==> src/logic/asp_defines.vh <==
// register map, reset values and axi response codes for the shared analog port block
`ifndef ASP_DEFINES_VH
`define ASP_DEFINES_VH

// register indices as printed; byte address is four times the index
`define ASP_IDX_RSVD_A      16'h0267
`define ASP_IDX_RSVD_B      16'h026b
`define ASP_IDX_RSVD_C      16'h026f
`define ASP_IDX_RSVD_D      16'h0270
`define ASP_IDX_LATCH       16'h0271
`define ASP_IDX_RSVD_E      16'h0272
`define ASP_IDX_DIR         16'h0273
`define ASP_IDX_RSVD_F      16'h0274
`define ASP_IDX_DRIVE       16'h0275
`define ASP_IDX_RSVD_G      16'h0276
`define ASP_IDX_PULLUP      16'h0277
`define ASP_IDX_RSVD_H      16'h0278
`define ASP_IDX_RSVD_LAST   16'h027f

// reset values
`define ASP_RST_LATCH       8'h00
`define ASP_RST_DIR         8'h00
`define ASP_RST_DRIVE       8'h00
`define ASP_RST_PULLUP      8'h00
`define ASP_RSVD_READ       8'h00

// axi response codes
`define ASP_RESP_OKAY       2'b00
`define ASP_RESP_SLVERR     2'b10

`endif

==> src/logic/asp_port.v <==
// gpio logic of an eight-pin port shared with analog converter inputs, axi4-lite slave
`timescale 1ns/1ps
`default_nettype none
`include "asp_defines.vh"

module asp_port (
  // clock, reset, enable
  input  wire        clk,
  input  wire        rst,
  input  wire        clkEn,
  // axi4-lite write address
  input  wire [17:0] s_axi_awaddr,
  input  wire        s_axi_awvalid,
  output wire        s_axi_awready,
  // axi4-lite write data
  input  wire [31:0] s_axi_wdata,
  input  wire [3:0]  s_axi_wstrb,
  input  wire        s_axi_wvalid,
  output wire        s_axi_wready,
  // axi4-lite write response
  output reg  [1:0]  s_axi_bresp,
  output reg         s_axi_bvalid,
  input  wire        s_axi_bready,
  // axi4-lite read address
  input  wire [17:0] s_axi_araddr,
  input  wire        s_axi_arvalid,
  output wire        s_axi_arready,
  // axi4-lite read data
  output reg  [31:0] s_axi_rdata,
  output reg  [1:0]  s_axi_rresp,
  output reg         s_axi_rvalid,
  input  wire        s_axi_rready,
  // pins, two-way: output enable low while driving
  input  wire [7:0]  padIn,
  output wire [7:0]  padOut,
  output wire [7:0]  padOutEn_n,
  output wire [7:0]  padReducedDrive,
  output wire [7:0]  padPullupOn,
  // analog converter side
  input  wire [7:0]  converterDigitalInputEnable,
  input  wire [7:0]  converterOwnsPin,
  input  wire [7:0]  altDriveEn,
  input  wire [7:0]  altDriveValue,
  output wire [7:0]  digitalInputLevel
);

  reg  [7:0]  portOutputLatch;
  reg  [7:0]  portDirection;
  reg  [7:0]  portDriveReduce;
  reg  [7:0]  portPullupEnable;
  reg  [7:0]  inSync1;
  reg  [7:0]  inSync2;
  reg  [17:0] awAddr;
  reg         awHeld;
  reg  [31:0] wData;
  reg  [3:0]  wStrb;
  reg         wHeld;
  reg  [7:0]  next_readByte;
  reg         next_readHit;
  wire [7:0]  gatedInput;
  wire [7:0]  dataReadValue;
  wire [7:0]  gpioOwns;
  wire [7:0]  driving;
  wire        doWrite;
  wire        doRead;
  wire [15:0] wrIdx;
  wire [15:0] rdIdx;
  wire        wrLane0;

  // handshakes: one address and one data slot each, held until the write; no new ones taken until the response leaves
  assign s_axi_awready = clkEn & ~awHeld & ~s_axi_bvalid;
  assign s_axi_wready  = clkEn & ~wHeld & ~s_axi_bvalid;
  assign s_axi_arready = clkEn & ~s_axi_rvalid;
  assign doWrite       = clkEn & awHeld & wHeld & ~s_axi_bvalid;
  assign doRead        = s_axi_arvalid & s_axi_arready;
  assign wrIdx         = awAddr[17:2];
  assign rdIdx         = s_axi_araddr[17:2];
  // only the low lane carries the 8-bit register, so only its strobe matters
  assign wrLane0       = wStrb[0];

  // synchroniser; first stage read only by the second
  always @(posedge clk or posedge rst) begin
    if (rst) begin
      inSync1 <= 8'h00;
      inSync2 <= 8'h00;
    end else if (clkEn) begin
      inSync1 <= padIn;
      inSync2 <= inSync1;
    end
  end

  // two-stage sync is why a direction change can take two cycles to show
  assign gatedInput        = inSync2 & converterDigitalInputEnable;
  assign digitalInputLevel = gatedInput;

  // per-pin pad control
  genvar i;
  generate
    for (i = 0; i < 8; i = i + 1) begin : gPin
      assign gpioOwns[i]      = ~converterOwnsPin[i];
      assign driving[i]       = gpioOwns[i] ? portDirection[i] : altDriveEn[i];
      assign padOut[i]        = gpioOwns[i] ? portOutputLatch[i] : altDriveValue[i];
      assign padOutEn_n[i]    = ~driving[i];
      // reduced drive follows the pin whoever drives it
      assign padReducedDrive[i] = driving[i] & portDriveReduce[i];
      assign padPullupOn[i]   = ~driving[i] & portPullupEnable[i];
      assign dataReadValue[i] = portDirection[i] ? portOutputLatch[i]
                                                 : gatedInput[i];
    end
  endgenerate

  // write channel capture, address and data in either order
  always @(posedge clk or posedge rst) begin
    if (rst) begin
      awAddr <= 18'h00000;
      awHeld <= 1'b0;
      wData  <= 32'h00000000;
      wStrb  <= 4'h0;
      wHeld  <= 1'b0;
    end else if (clkEn) begin
      if (s_axi_awvalid && s_axi_awready) begin
        awAddr <= s_axi_awaddr;
        awHeld <= 1'b1;
      end else if (doWrite) begin
        awHeld <= 1'b0;
      end
      if (s_axi_wvalid && s_axi_wready) begin
        wData <= s_axi_wdata;
        wStrb <= s_axi_wstrb;
        wHeld <= 1'b1;
      end else if (doWrite) begin
        wHeld <= 1'b0;
      end
    end
  end

  // register writes; all eight bits land together
  always @(posedge clk or posedge rst) begin
    if (rst) begin
      portOutputLatch  <= `ASP_RST_LATCH;
      portDirection    <= `ASP_RST_DIR;
      portDriveReduce  <= `ASP_RST_DRIVE;
      portPullupEnable <= `ASP_RST_PULLUP;
    end else if (doWrite && wrLane0) begin
      case (wrIdx)
        `ASP_IDX_LATCH:  portOutputLatch  <= wData[7:0];
        `ASP_IDX_DIR:    portDirection    <= wData[7:0];
        `ASP_IDX_DRIVE:  portDriveReduce  <= wData[7:0];
        `ASP_IDX_PULLUP: portPullupEnable <= wData[7:0];
        default:         portOutputLatch  <= portOutputLatch; // reserved writes dropped
      endcase
    end
  end

  // write response
  always @(posedge clk or posedge rst) begin
    if (rst) begin
      s_axi_bvalid <= 1'b0;
      s_axi_bresp  <= `ASP_RESP_OKAY;
    end else if (clkEn) begin
      if (doWrite) begin
        s_axi_bvalid <= 1'b1;
        s_axi_bresp  <= ((wrIdx >= `ASP_IDX_RSVD_A) && (wrIdx <= `ASP_IDX_RSVD_LAST)) ?
                        `ASP_RESP_OKAY : `ASP_RESP_SLVERR;
      end else if (s_axi_bready) begin
        s_axi_bvalid <= 1'b0;
      end
    end
  end

  // read decode
  always @* begin
    next_readByte = `ASP_RSVD_READ;
    next_readHit  = 1'b1;
    case (rdIdx)
      `ASP_IDX_LATCH:  next_readByte = dataReadValue;
      `ASP_IDX_DIR:    next_readByte = portDirection;
      `ASP_IDX_DRIVE:  next_readByte = portDriveReduce;
      `ASP_IDX_PULLUP: next_readByte = portPullupEnable;
      default: begin
        // reserved slots in the window read zero
        next_readByte = `ASP_RSVD_READ;
        next_readHit  = (rdIdx >= `ASP_IDX_RSVD_A) && (rdIdx <= `ASP_IDX_RSVD_LAST);
      end
    endcase
  end

  // read response, one cycle after the address is taken
  always @(posedge clk or posedge rst) begin
    if (rst) begin
      s_axi_rvalid <= 1'b0;
      s_axi_rdata  <= 32'h00000000;
      s_axi_rresp  <= `ASP_RESP_OKAY;
    end else if (clkEn) begin
      if (doRead) begin
        s_axi_rvalid <= 1'b1;
        s_axi_rdata  <= {24'h000000, next_readByte};
        s_axi_rresp  <= next_readHit ? `ASP_RESP_OKAY : `ASP_RESP_SLVERR;
      end else if (s_axi_rready) begin
        s_axi_rvalid <= 1'b0;
      end
    end
  end

endmodule
`default_nettype wire

==> config.mk <==
export PLATFORM = sky130hd
export DESIGN_NAME = asp_port
export DESIGN_NICKNAME = d
export VERILOG_FILES = /design/src/logic/asp_port.v
export VERILOG_INCLUDE_DIRS = /design/src /design/src/logic
export SDC_FILE = /design/constraint.sdc
export NUM_CORES = 1
export LEC_CHECK = 0
export BUFFER_PORTS_ARGS = -buffer_cell sky130_fd_sc_hd__buf_2
export CORE_ASPECT_RATIO = 1.4
export CORE_MARGIN = 3
export CORE_UTILIZATION = 44
export CTS_BUF_LIST = sky130_fd_sc_hd__clkbuf_4
export DETAILED_ROUTE_END_ITERATION = 12
export PLACE_DENSITY = 0.84
export SYNTH_ARGS = -nofsm -noshare
export SYNTH_HDL_FRONTEND = slang
export SYNTH_SLANG_ARGS = --single-unit
==> constraint.sdc <==
create_clock -name clk -period 2.85 [get_ports clk]
set_input_delay 0.57 -clock clk [delete_from_list [all_inputs] [get_ports clk]]
set_output_delay 0.57 -clock clk [all_outputs]
set_load 0.02 [all_outputs]
# Yosys cells after proc, flatten, opt, wreduce, memory -nomap -nowiden
# Cells that the tools add are included.
# op_classes
n_lt_le_gt_ge,4
n_eq_ne,8
n_mux,35
n_bitwise,38
reduce_logical,22
# ops
op,n
"16-bit by 10-bit equality test with 1-bit output, second input constant",8
"16-bit by 10-bit >= comparator with 1-bit output, second input constant",2
"16-bit by 10-bit less-or-equal comparator with 1-bit output, second input constant",2
1-bit two-way mux,32
8-bit case mux with 4 select lines,1
1-bit AND,25
2-bit AND reduction,12
1-bit inverter,12
8-bit AND,1
2-bit nonzero test,4
1-bit logical AND,5
2-bit two-way mux,2
4-bit OR reduction,1
# word_totals
regBits,91
wordCells,123

# Depth between registers and ports, before layout
# Gate-level depths: netlist of run 1.
# depth
word_depth,6
mapped_depth,6
depth_no_buf,4

# Worst setup path after synthesis of run 1
# OpenSTA, ideal clock, no wires.
# synth_timing
path_kind,input -> output
startpoint,in clkEn
endpoint,out s_axi_arready
arrival_ns,1.613
slack_ns,0.667
cell_stages,3
path_buffers,2
path_cell_list,buf_1 clkbuf_1 nor2b_1
# synth_between
elab_chain_cells,1
# synth_lines
element,line_no,source
"start, declared",asp_port.v:10,"input wire clkEn,"
1-bit AND,asp_port.v:73,assign s_axi_arready = clkEn & ~s_axi_rvalid;
"end, declared",asp_port.v:27,"output wire s_axi_arready,"
# Every way passes these cells.

# Worst setup path after layout of run 1
# layout_timing
startpoint,reg awAddr[13]
endpoint,reg portDirection[3]
# layout_between
elab_chain_cells,2
# layout_lines
element,line_no,source
"start, declared",asp_port.v:53,reg [17:0] awAddr;
"start signal, assigned",asp_port.v:122,awAddr <= s_axi_awaddr;
16-bit by 10-bit equality test with 1-bit output,asp_port.v:145,case (wrIdx)
2-bit AND reduction (no source line),-,
"end signal, assigned",asp_port.v:141,portDirection <= `ASP_RST_DIR;
"end signal, assigned",asp_port.v:147,`ASP_IDX_DIR: portDirection <= wData[7:0];
"end, declared",asp_port.v:48,reg [7:0] portDirection;
# Every way passes these cells.
# A chain may end at the register's enable or synchronous reset.

==> flow_metrics.tcl, run 1 <==
set metrics [dict create \
    outcome "completed" \
    register_bit_total_from_synthesis 87 \
    fin_cells 637 \
    total_leakage_power_nw 2.71 \
    worst_ir_drop_vdd_uv 412 \
    setup_skew_after_layout_ps 11.7 \
    tritoncts_clock_tree "done" \
    postSynthAreaPerCell_um2 12.5 \
    clk_path_buf_depth 2 \
    netlist-cell-type-count 42 \
    max_cap_violations 0 \
    h-tree-depth 3 \
    synth_top_cell_by_area "sky130_fd_sc_hd__dfrtp_1" \
    holdBufCountCts 0 \
    syn_to_final_growth_pct 21.8 \
    crit_type "flip-flop to flip-flop" \
    gp_congestion 0.755 \
    synthDominantCellAreaShare 0.500 \
    pin_count 201 \
    synth.yosys.seq_area_share 0.500 \
    synthesis.yosys.warnings 0 \
    first_global_vias 3223 \
    std_cell_rows 42 \
    worst_pin_slew_ps 708 \
    detailedRoute.firstPassIterationCount 4 \
    slew_viol_final 0 \
    routed_wl_um 10100 \
    finalCritPeriodShare 0.710 \
    floorplan.initialDensity 0.455 \
    global_route_wire_length_before_repair_um 16100 \
    overflow 0 \
    initial_antenna_violation_count 1 \
    clkSinkCount 87 \
    final_net_count 620 \
    clock_transition_at_the_register_clock_pins_on_the_worst_setup_and_hold_paths_after_cts_ps 120 \
    netlist_top_cells_count "sky130_fd_sc_hd__mux2_2, sky130_fd_sc_hd__dfrtp_1, sky130_fd_sc_hd__buf_4, sky130_fd_sc_hd__nand2_1, sky130_fd_sc_hd__inv_1" \
    worst_slew_margin_rel 0.527 \
    worst_hold_path_type "input pin to asynchronous set/reset pin" \
    drtAntennaViolNets 0 \
    crit_required_ps 3180 \
    die_height_um 124 \
    crit_path_max_incr_delay_ps 440 \
    worst-endpoint-arrival_ps 2360 \
    worstSkewPairLatency_ps 440 \
    grt_max_degree 48 \
    post-cts-setup-buffer-count 0 \
    worstSetupEndpointType "flip-flop" \
    synth_area_leaders "sky130_fd_sc_hd__dfrtp_1, sky130_fd_sc_hd__mux2_2, sky130_fd_sc_hd__buf_4, sky130_fd_sc_hd__nand2_1, sky130_fd_sc_hd__mux2i_1" \
    routed_via_density 4.98 \
    setup_viol 0 \
    clk_root_buffer_cell "sky130_fd_sc_hd__clkbuf_4" \
    design.die.area_mm2 0.0111 \
    synth-edff-count 0 \
    insertedDiodeCount 0 \
    dpl.hpwl_um 7850 \
    ys_async_sr_fraction 1.00 \
    final_period_minus_worst_setup_slack_ps 2020 \
    num_vias 3175 \
    die_w_um 90.1 \
    postCtsResizedCells 0 \
    place.port_buffers 143 \
    drcViolationCount 0 \
    dp_cells 621 \
    crit_path_top_delay_cell "sky130_fd_sc_hd__nor3_1" \
    rsz0062_at_grt "false" \
    hold_violations 0 \
    core_footprint_mm2 0.00956 \
    cp_max_fo 8 \
    tritoncts.num_buffers 9 \
    cp-start-kind "flip-flop" \
    drive_gt1_frac 0.533 \
    postSynthCellCount 349 \
    post_synthesis_cell_area_mm2 0.00435 \
    setup_total_negative_slack_ps 0 \
    drt-wirelength-per-cell_um 15.9 \
    crit_path_cell_trace "nor3_1, nand4_4, nor4b_4, buf_4, mux2_2" \
    yosysMostFrequentCell "sky130_fd_sc_hd__mux2_2" \
    achievable-frequency_mhz 494 \
    detailedRoute.firstIterationViolations 81 \
    grt_usage 0.188 \
    power_density_mw_per_mm2 578 \
    postSynth.topFlopCell "sky130_fd_sc_hd__dfrtp_1" \
]
-- per-stage QoR --
step / utilization / power, mW / instance area (um2) / setup slack, ps / hold slack [ps]
global placement: 0.540 / 2.37 / 5170 / 578 / 466
detailed placement: 0.540 / 2.42 / 5170 / 525 / 471
global route: 0.554 / 3.25 / 5300 / 625 / 229
finish: 0.554 / 3.07 / 5300 / 825 / 202
CTS: 0.554 / 3.11 / 5300 / 772 / 193
floorplan: - / 2.20 / 4450 / 29.8 / 472
-- path summary, 6_finish.rpt --
path                                                end  cells past startpoint                        from  slack, ps
min reg2reg                  s_axi_rdata[7]$_DFFE_PP0P_                      2  s_axi_rdata[7]$_DFFE_PP0P_        500
min in group clk                 inSync1[3]$_DFFE_PP0P_                      2                    padIn[3]        350
min                               awAddr[7]$_DFFE_PP0P_                      2                         rst        200
max reg2reg                portDirection[3]$_DFFE_PP0P_                      5      awAddr[13]$_DFFE_PP0P_        830
max                        portDirection[3]$_DFFE_PP0P_                      5      awAddr[13]$_DFFE_PP0P_        830
max in group asynchronous        inSync1[6]$_DFFE_PP0P_                      3                         rst       1960
-- logic make-up after synthesis --
logic type	after synthesis	synth area share
multiplexers	97	0.249
flip-flops	87	0.500
AND/OR/NAND/NOR	76	0.128
buffers and inverters	47	0.0635
AO/OA/AOI/OAI	41	0.0586
other	1	0.000861
-- cell type report --
type	count	area, um2
multi-input cells	240	1990
clock buffers	12	90.1
repair buffers	151	788
inverters	11	42.5
flip-flops and latches	87	2180
well taps	132	165
fillers	852	4260
clock inverters	4	46.3
-- worst max-delay path: cells and delay by family, from the launching register on --
| kind | cells | cell delay (ps) |
|---|---|---|
| simple gates | 3 | 940 |
| mux | 1 | 350 |
| buf+inv | 1 | 230 |
| flops | 1 | 390 |
-- power breakdown --
group	switching [mW]	leakage, nW	internal [mW]
sequential	0.213	1.11	1.47
combinational	0.346	1.52	0.349
clock	0.396	0.0750	0.294
total	0.955	2.71	2.11
-- cell usage in the layout (no fill, tap or decap), types with 7 or more instances in the layout --
cell,n
sky130_fd_sc_hd__and2_1,10
sky130_fd_sc_hd__nand2_1,26
sky130_fd_sc_hd__mux2_2,89
sky130_fd_sc_hd__clkbuf_4,12
sky130_fd_sc_hd__o31ai_1,8
sky130_fd_sc_hd__buf_2,143
sky130_fd_sc_hd__mux2i_1,8
sky130_fd_sc_hd__inv_1,10
sky130_fd_sc_hd__o21ai_0,10
sky130_fd_sc_hd__dfrtp_1,87
sky130_fd_sc_hd__conb_1,26
sky130_fd_sc_hd__o21ai_1,8
sky130_fd_sc_hd__buf_4,7
sky130_fd_sc_hd__nor2b_1,9
sky130_fd_sc_hd__a22oi_1,8
-- layer usage --
layer	track usage	vias to the layer above	part of all wire
li1	-	1496	-
met1	0.198	1516	0.38
met2	0.332	139	0.51
met3	0.0610	22	0.075
met4	0.109	2	0.039
met5	0	-	0.0018
-- flip-flops by register name, indices dropped and copies added, names as in the netlist, 8 cells and up --
signal / cells
inSync2: 8
portPullupEnable: 8
wData: 8
portDriveReduce: 8
portOutputLatch: 8
awAddr: 16
s_axi_rdata: 8
inSync1: 8
portDirection: 8
(Power assumes the default switching activity.)
==> inputs of run 2 (changes only) <==
Settings changed: CORE_UTILIZATION 44 to 49, PLACE_DENSITY 0.84 to 0.88.
Clock period 2.85 ns to 2 ns, I/O delays scaled along.
==> run 2 against run 1 <==
  * Worst setup slack got worse by 750 ps
  * Core utilization increased by 6.0 points
  * Critical path depth unchanged
  * Count of clock-buffer cells in the layout decreased by 3
  * Die area decreased by 9.6%
  * Clock skew decreased by 0.62 ps
  * Critical endpoint unchanged
  * Largest power group unchanged
==> flow_metrics.tcl, run 2 (synthesis gave the netlist of run 1 again) <==
set metrics [dict create \
    crit_required_ps 2320 \
    initial_antenna_violation_count 1 \
    crit_path_cell_trace "nor4b_4, nand4_4, nor4b_4, buf_4, mux2_2" \
    pin_count 201 \
    first_global_vias 3360 \
    finalCritPeriodShare 0.963 \
    cp_max_fo 5 \
    tritoncts.num_buffers 9 \
    final_net_count 628 \
    design.die.area_mm2 0.0101 \
    worst_slew_margin_rel 0.662 \
    reg2reg_setup_slack_ps 70 \
    cp_top_family "simple AND/OR/NAND/NOR gates" \
    setup_total_negative_slack_ps 0 \
    power_density_mw_per_mm2 792 \
    cp.buffers_inverters 1 \
    worst-endpoint-arrival_ps 2240 \
    grt_usage 0.210 \
    worstSetupEndpointType "flip-flop" \
    syn_to_final_growth_pct 21.5 \
    drtAntennaViolNets 0 \
    die_w_um 85.7 \
    num_vias 3287 \
    post-cts-setup-buffer-count 0 \
    achievable-frequency_mhz 519 \
    detailedRoute.firstIterationViolations 130 \
    max_cap_violations 0 \
    worst_hold_path_type "input pin to asynchronous set/reset pin" \
    slew_viol_final 0 \
    largest_register_ffs 16 \
    largest_register_by_flop_count "awAddr" \
    global_route_wire_length_before_repair_um 16200 \
    drcViolationCount 0 \
    overflow 0 \
    hold_violations 0 \
    insertedDiodeCount 0 \
    worst_ir_drop_vdd_uv 593 \
    clk_path_buf_depth 2 \
    worstSkewPairLatency_ps 420 \
    worst_r2r_path_depth 5 \
    place.port_buffers 143 \
    crit-reg2reg-launch "awAddr[17]$_DFFE_PP0P_" \
    crit_path_top_delay_cell "sky130_fd_sc_hd__dfrtp_1" \
    routed_wl_um 10300 \
    tritoncts_clock_tree "done" \
    routed_via_density 5.34 \
    layout_commonest_cell "sky130_fd_sc_hd__buf_2" \
    layout_common_cells "sky130_fd_sc_hd__buf_2, sky130_fd_sc_hd__mux2_2, sky130_fd_sc_hd__dfrtp_1" \
    drt-wirelength-per-cell_um 16.8 \
    critPathMostFrequentCell "sky130_fd_sc_hd__nor4b_4" \
    dp_cells 602 \
    final_period_minus_worst_setup_slack_ps 1930 \
    critical_path_cell_count 5 \
    clk_root_buffer_cell "sky130_fd_sc_hd__clkbuf_4" \
    total_chip_power_mw 4.19 \
    dpl.hpwl_um 8040 \
    drive_gt1_frac 0.539 \
    setup_viol 0 \
    die_height_um 118 \
    crit_type "flip-flop to flip-flop" \
    std_cell_rows 40 \
    endpoint "portDirection[3]$_DFFE_PP0P_" \
    dpl-instance-area_mm2 0.00520 \
    grt_max_degree 88 \
    worst_pin_slew_ps 507 \
    total_leakage_power_nw 2.71 \
    fin_cells 615 \
    stdcell_area_mm2 0.00529 \
    setup_skew_after_layout_ps 11.1 \
    startpoint "awAddr[17]$_DFFE_PP0P_" \
    h-tree-depth 3 \
    r2r-end "portDirection[3]$_DFFE_PP0P_" \
    rsz0062_at_grt "true" \
    floorplan.initialDensity 0.506 \
    crit_path_max_incr_delay_ps 420 \
    clkSinkCount 87 \
    detailedRoute.firstPassIterationCount 4 \
    cp-start-kind "flip-flop" \
    clock_transition_at_the_register_clock_pins_on_the_worst_setup_and_hold_paths_after_cts_ps 120 \
    core_footprint_mm2 0.00861 \
    gp_congestion 0.809 \
    outcome "completed" \
]
==> run 2: layout make-up <==
class / count / area, um2
Tap cell: 105 / 131
Clock buffer: 9 / 67.6
Multi-Input combinational cell: 240 / 2000
Inverter: 11 / 45.0
Fill cell: 716 / 3320
Timing Repair Buffer: 159 / 848
Clock inverter: 4 / 16.3
Sequential cell: 87 / 2180
==> run 2: worst min-delay path, cell delays in order <==
cell                         delay (ps)
sky130_fd_sc_hd__buf_2              110
sky130_fd_sc_hd__clkinvlp_4          70
sky130_fd_sc_hd__buf_12             370
==> run 2: power breakdown <==
group          leakage (nW)  total, mW  internal [mW]  switching, mW
combinational          1.55       1.03          0.526          0.506
sequential             1.11       2.41           2.09          0.317
clock                0.0500      0.746          0.222          0.524
==> run 2: worst min path at each step <==
stage	slack, ps	endpoint	depth (start not counted)	startpoint
floorplan	470	awAddr[8]$_DFFE_PP0P_	1	awAddr[8]$_DFFE_PP0P_
global placement	470	s_axi_rdata[5]$_DFFE_PP0P_	2	s_axi_rdata[5]$_DFFE_PP0P_
detailed placement	470	s_axi_rdata[2]$_DFFE_PP0P_	2	s_axi_rdata[2]$_DFFE_PP0P_
CTS	80	portPullupEnable[6]$_DFFE_PP0P_	3	rst
global route	90	awAddr[13]$_DFFE_PP0P_	3	rst
finish	80	awAddr[13]$_DFFE_PP0P_	3	rst
==> run 2: stage by stage <==
| step | worst slack [ps] | hold WS, ps | util |
|---|---|---|---|
| 6_report | 74.6 | 83.0 | 0.614 |
| 5_1_grt | -10.3 | 93.9 | 0.614 |
| 4_1_cts | 60.2 | 80.2 | 0.614 |
| 3_5_place_dp | -14.1 | 474 | 0.604 |
| 3_3_place_gp | 26.1 | 465 | 0.604 |
| 2_1_floorplan | 23.2 | 472 | - |
==> run 2: timing repair <==
item / in CTS / in global routing
endpoints found under the hold margin: 0 / 0
hold buffers: 0 / 0
setup endpoints to repair: 0 / 5
resized for setup: 0 / 2
==> run 2: metal layers <==
metal	track usage	vias up	part of all wire
met5	0	-	0.00068
met4	0.102	2	0.035
met3	0.0518	30	0.076
met2	0.367	144	0.52
met1	0.232	1598	0.36
li1	-	1513	-
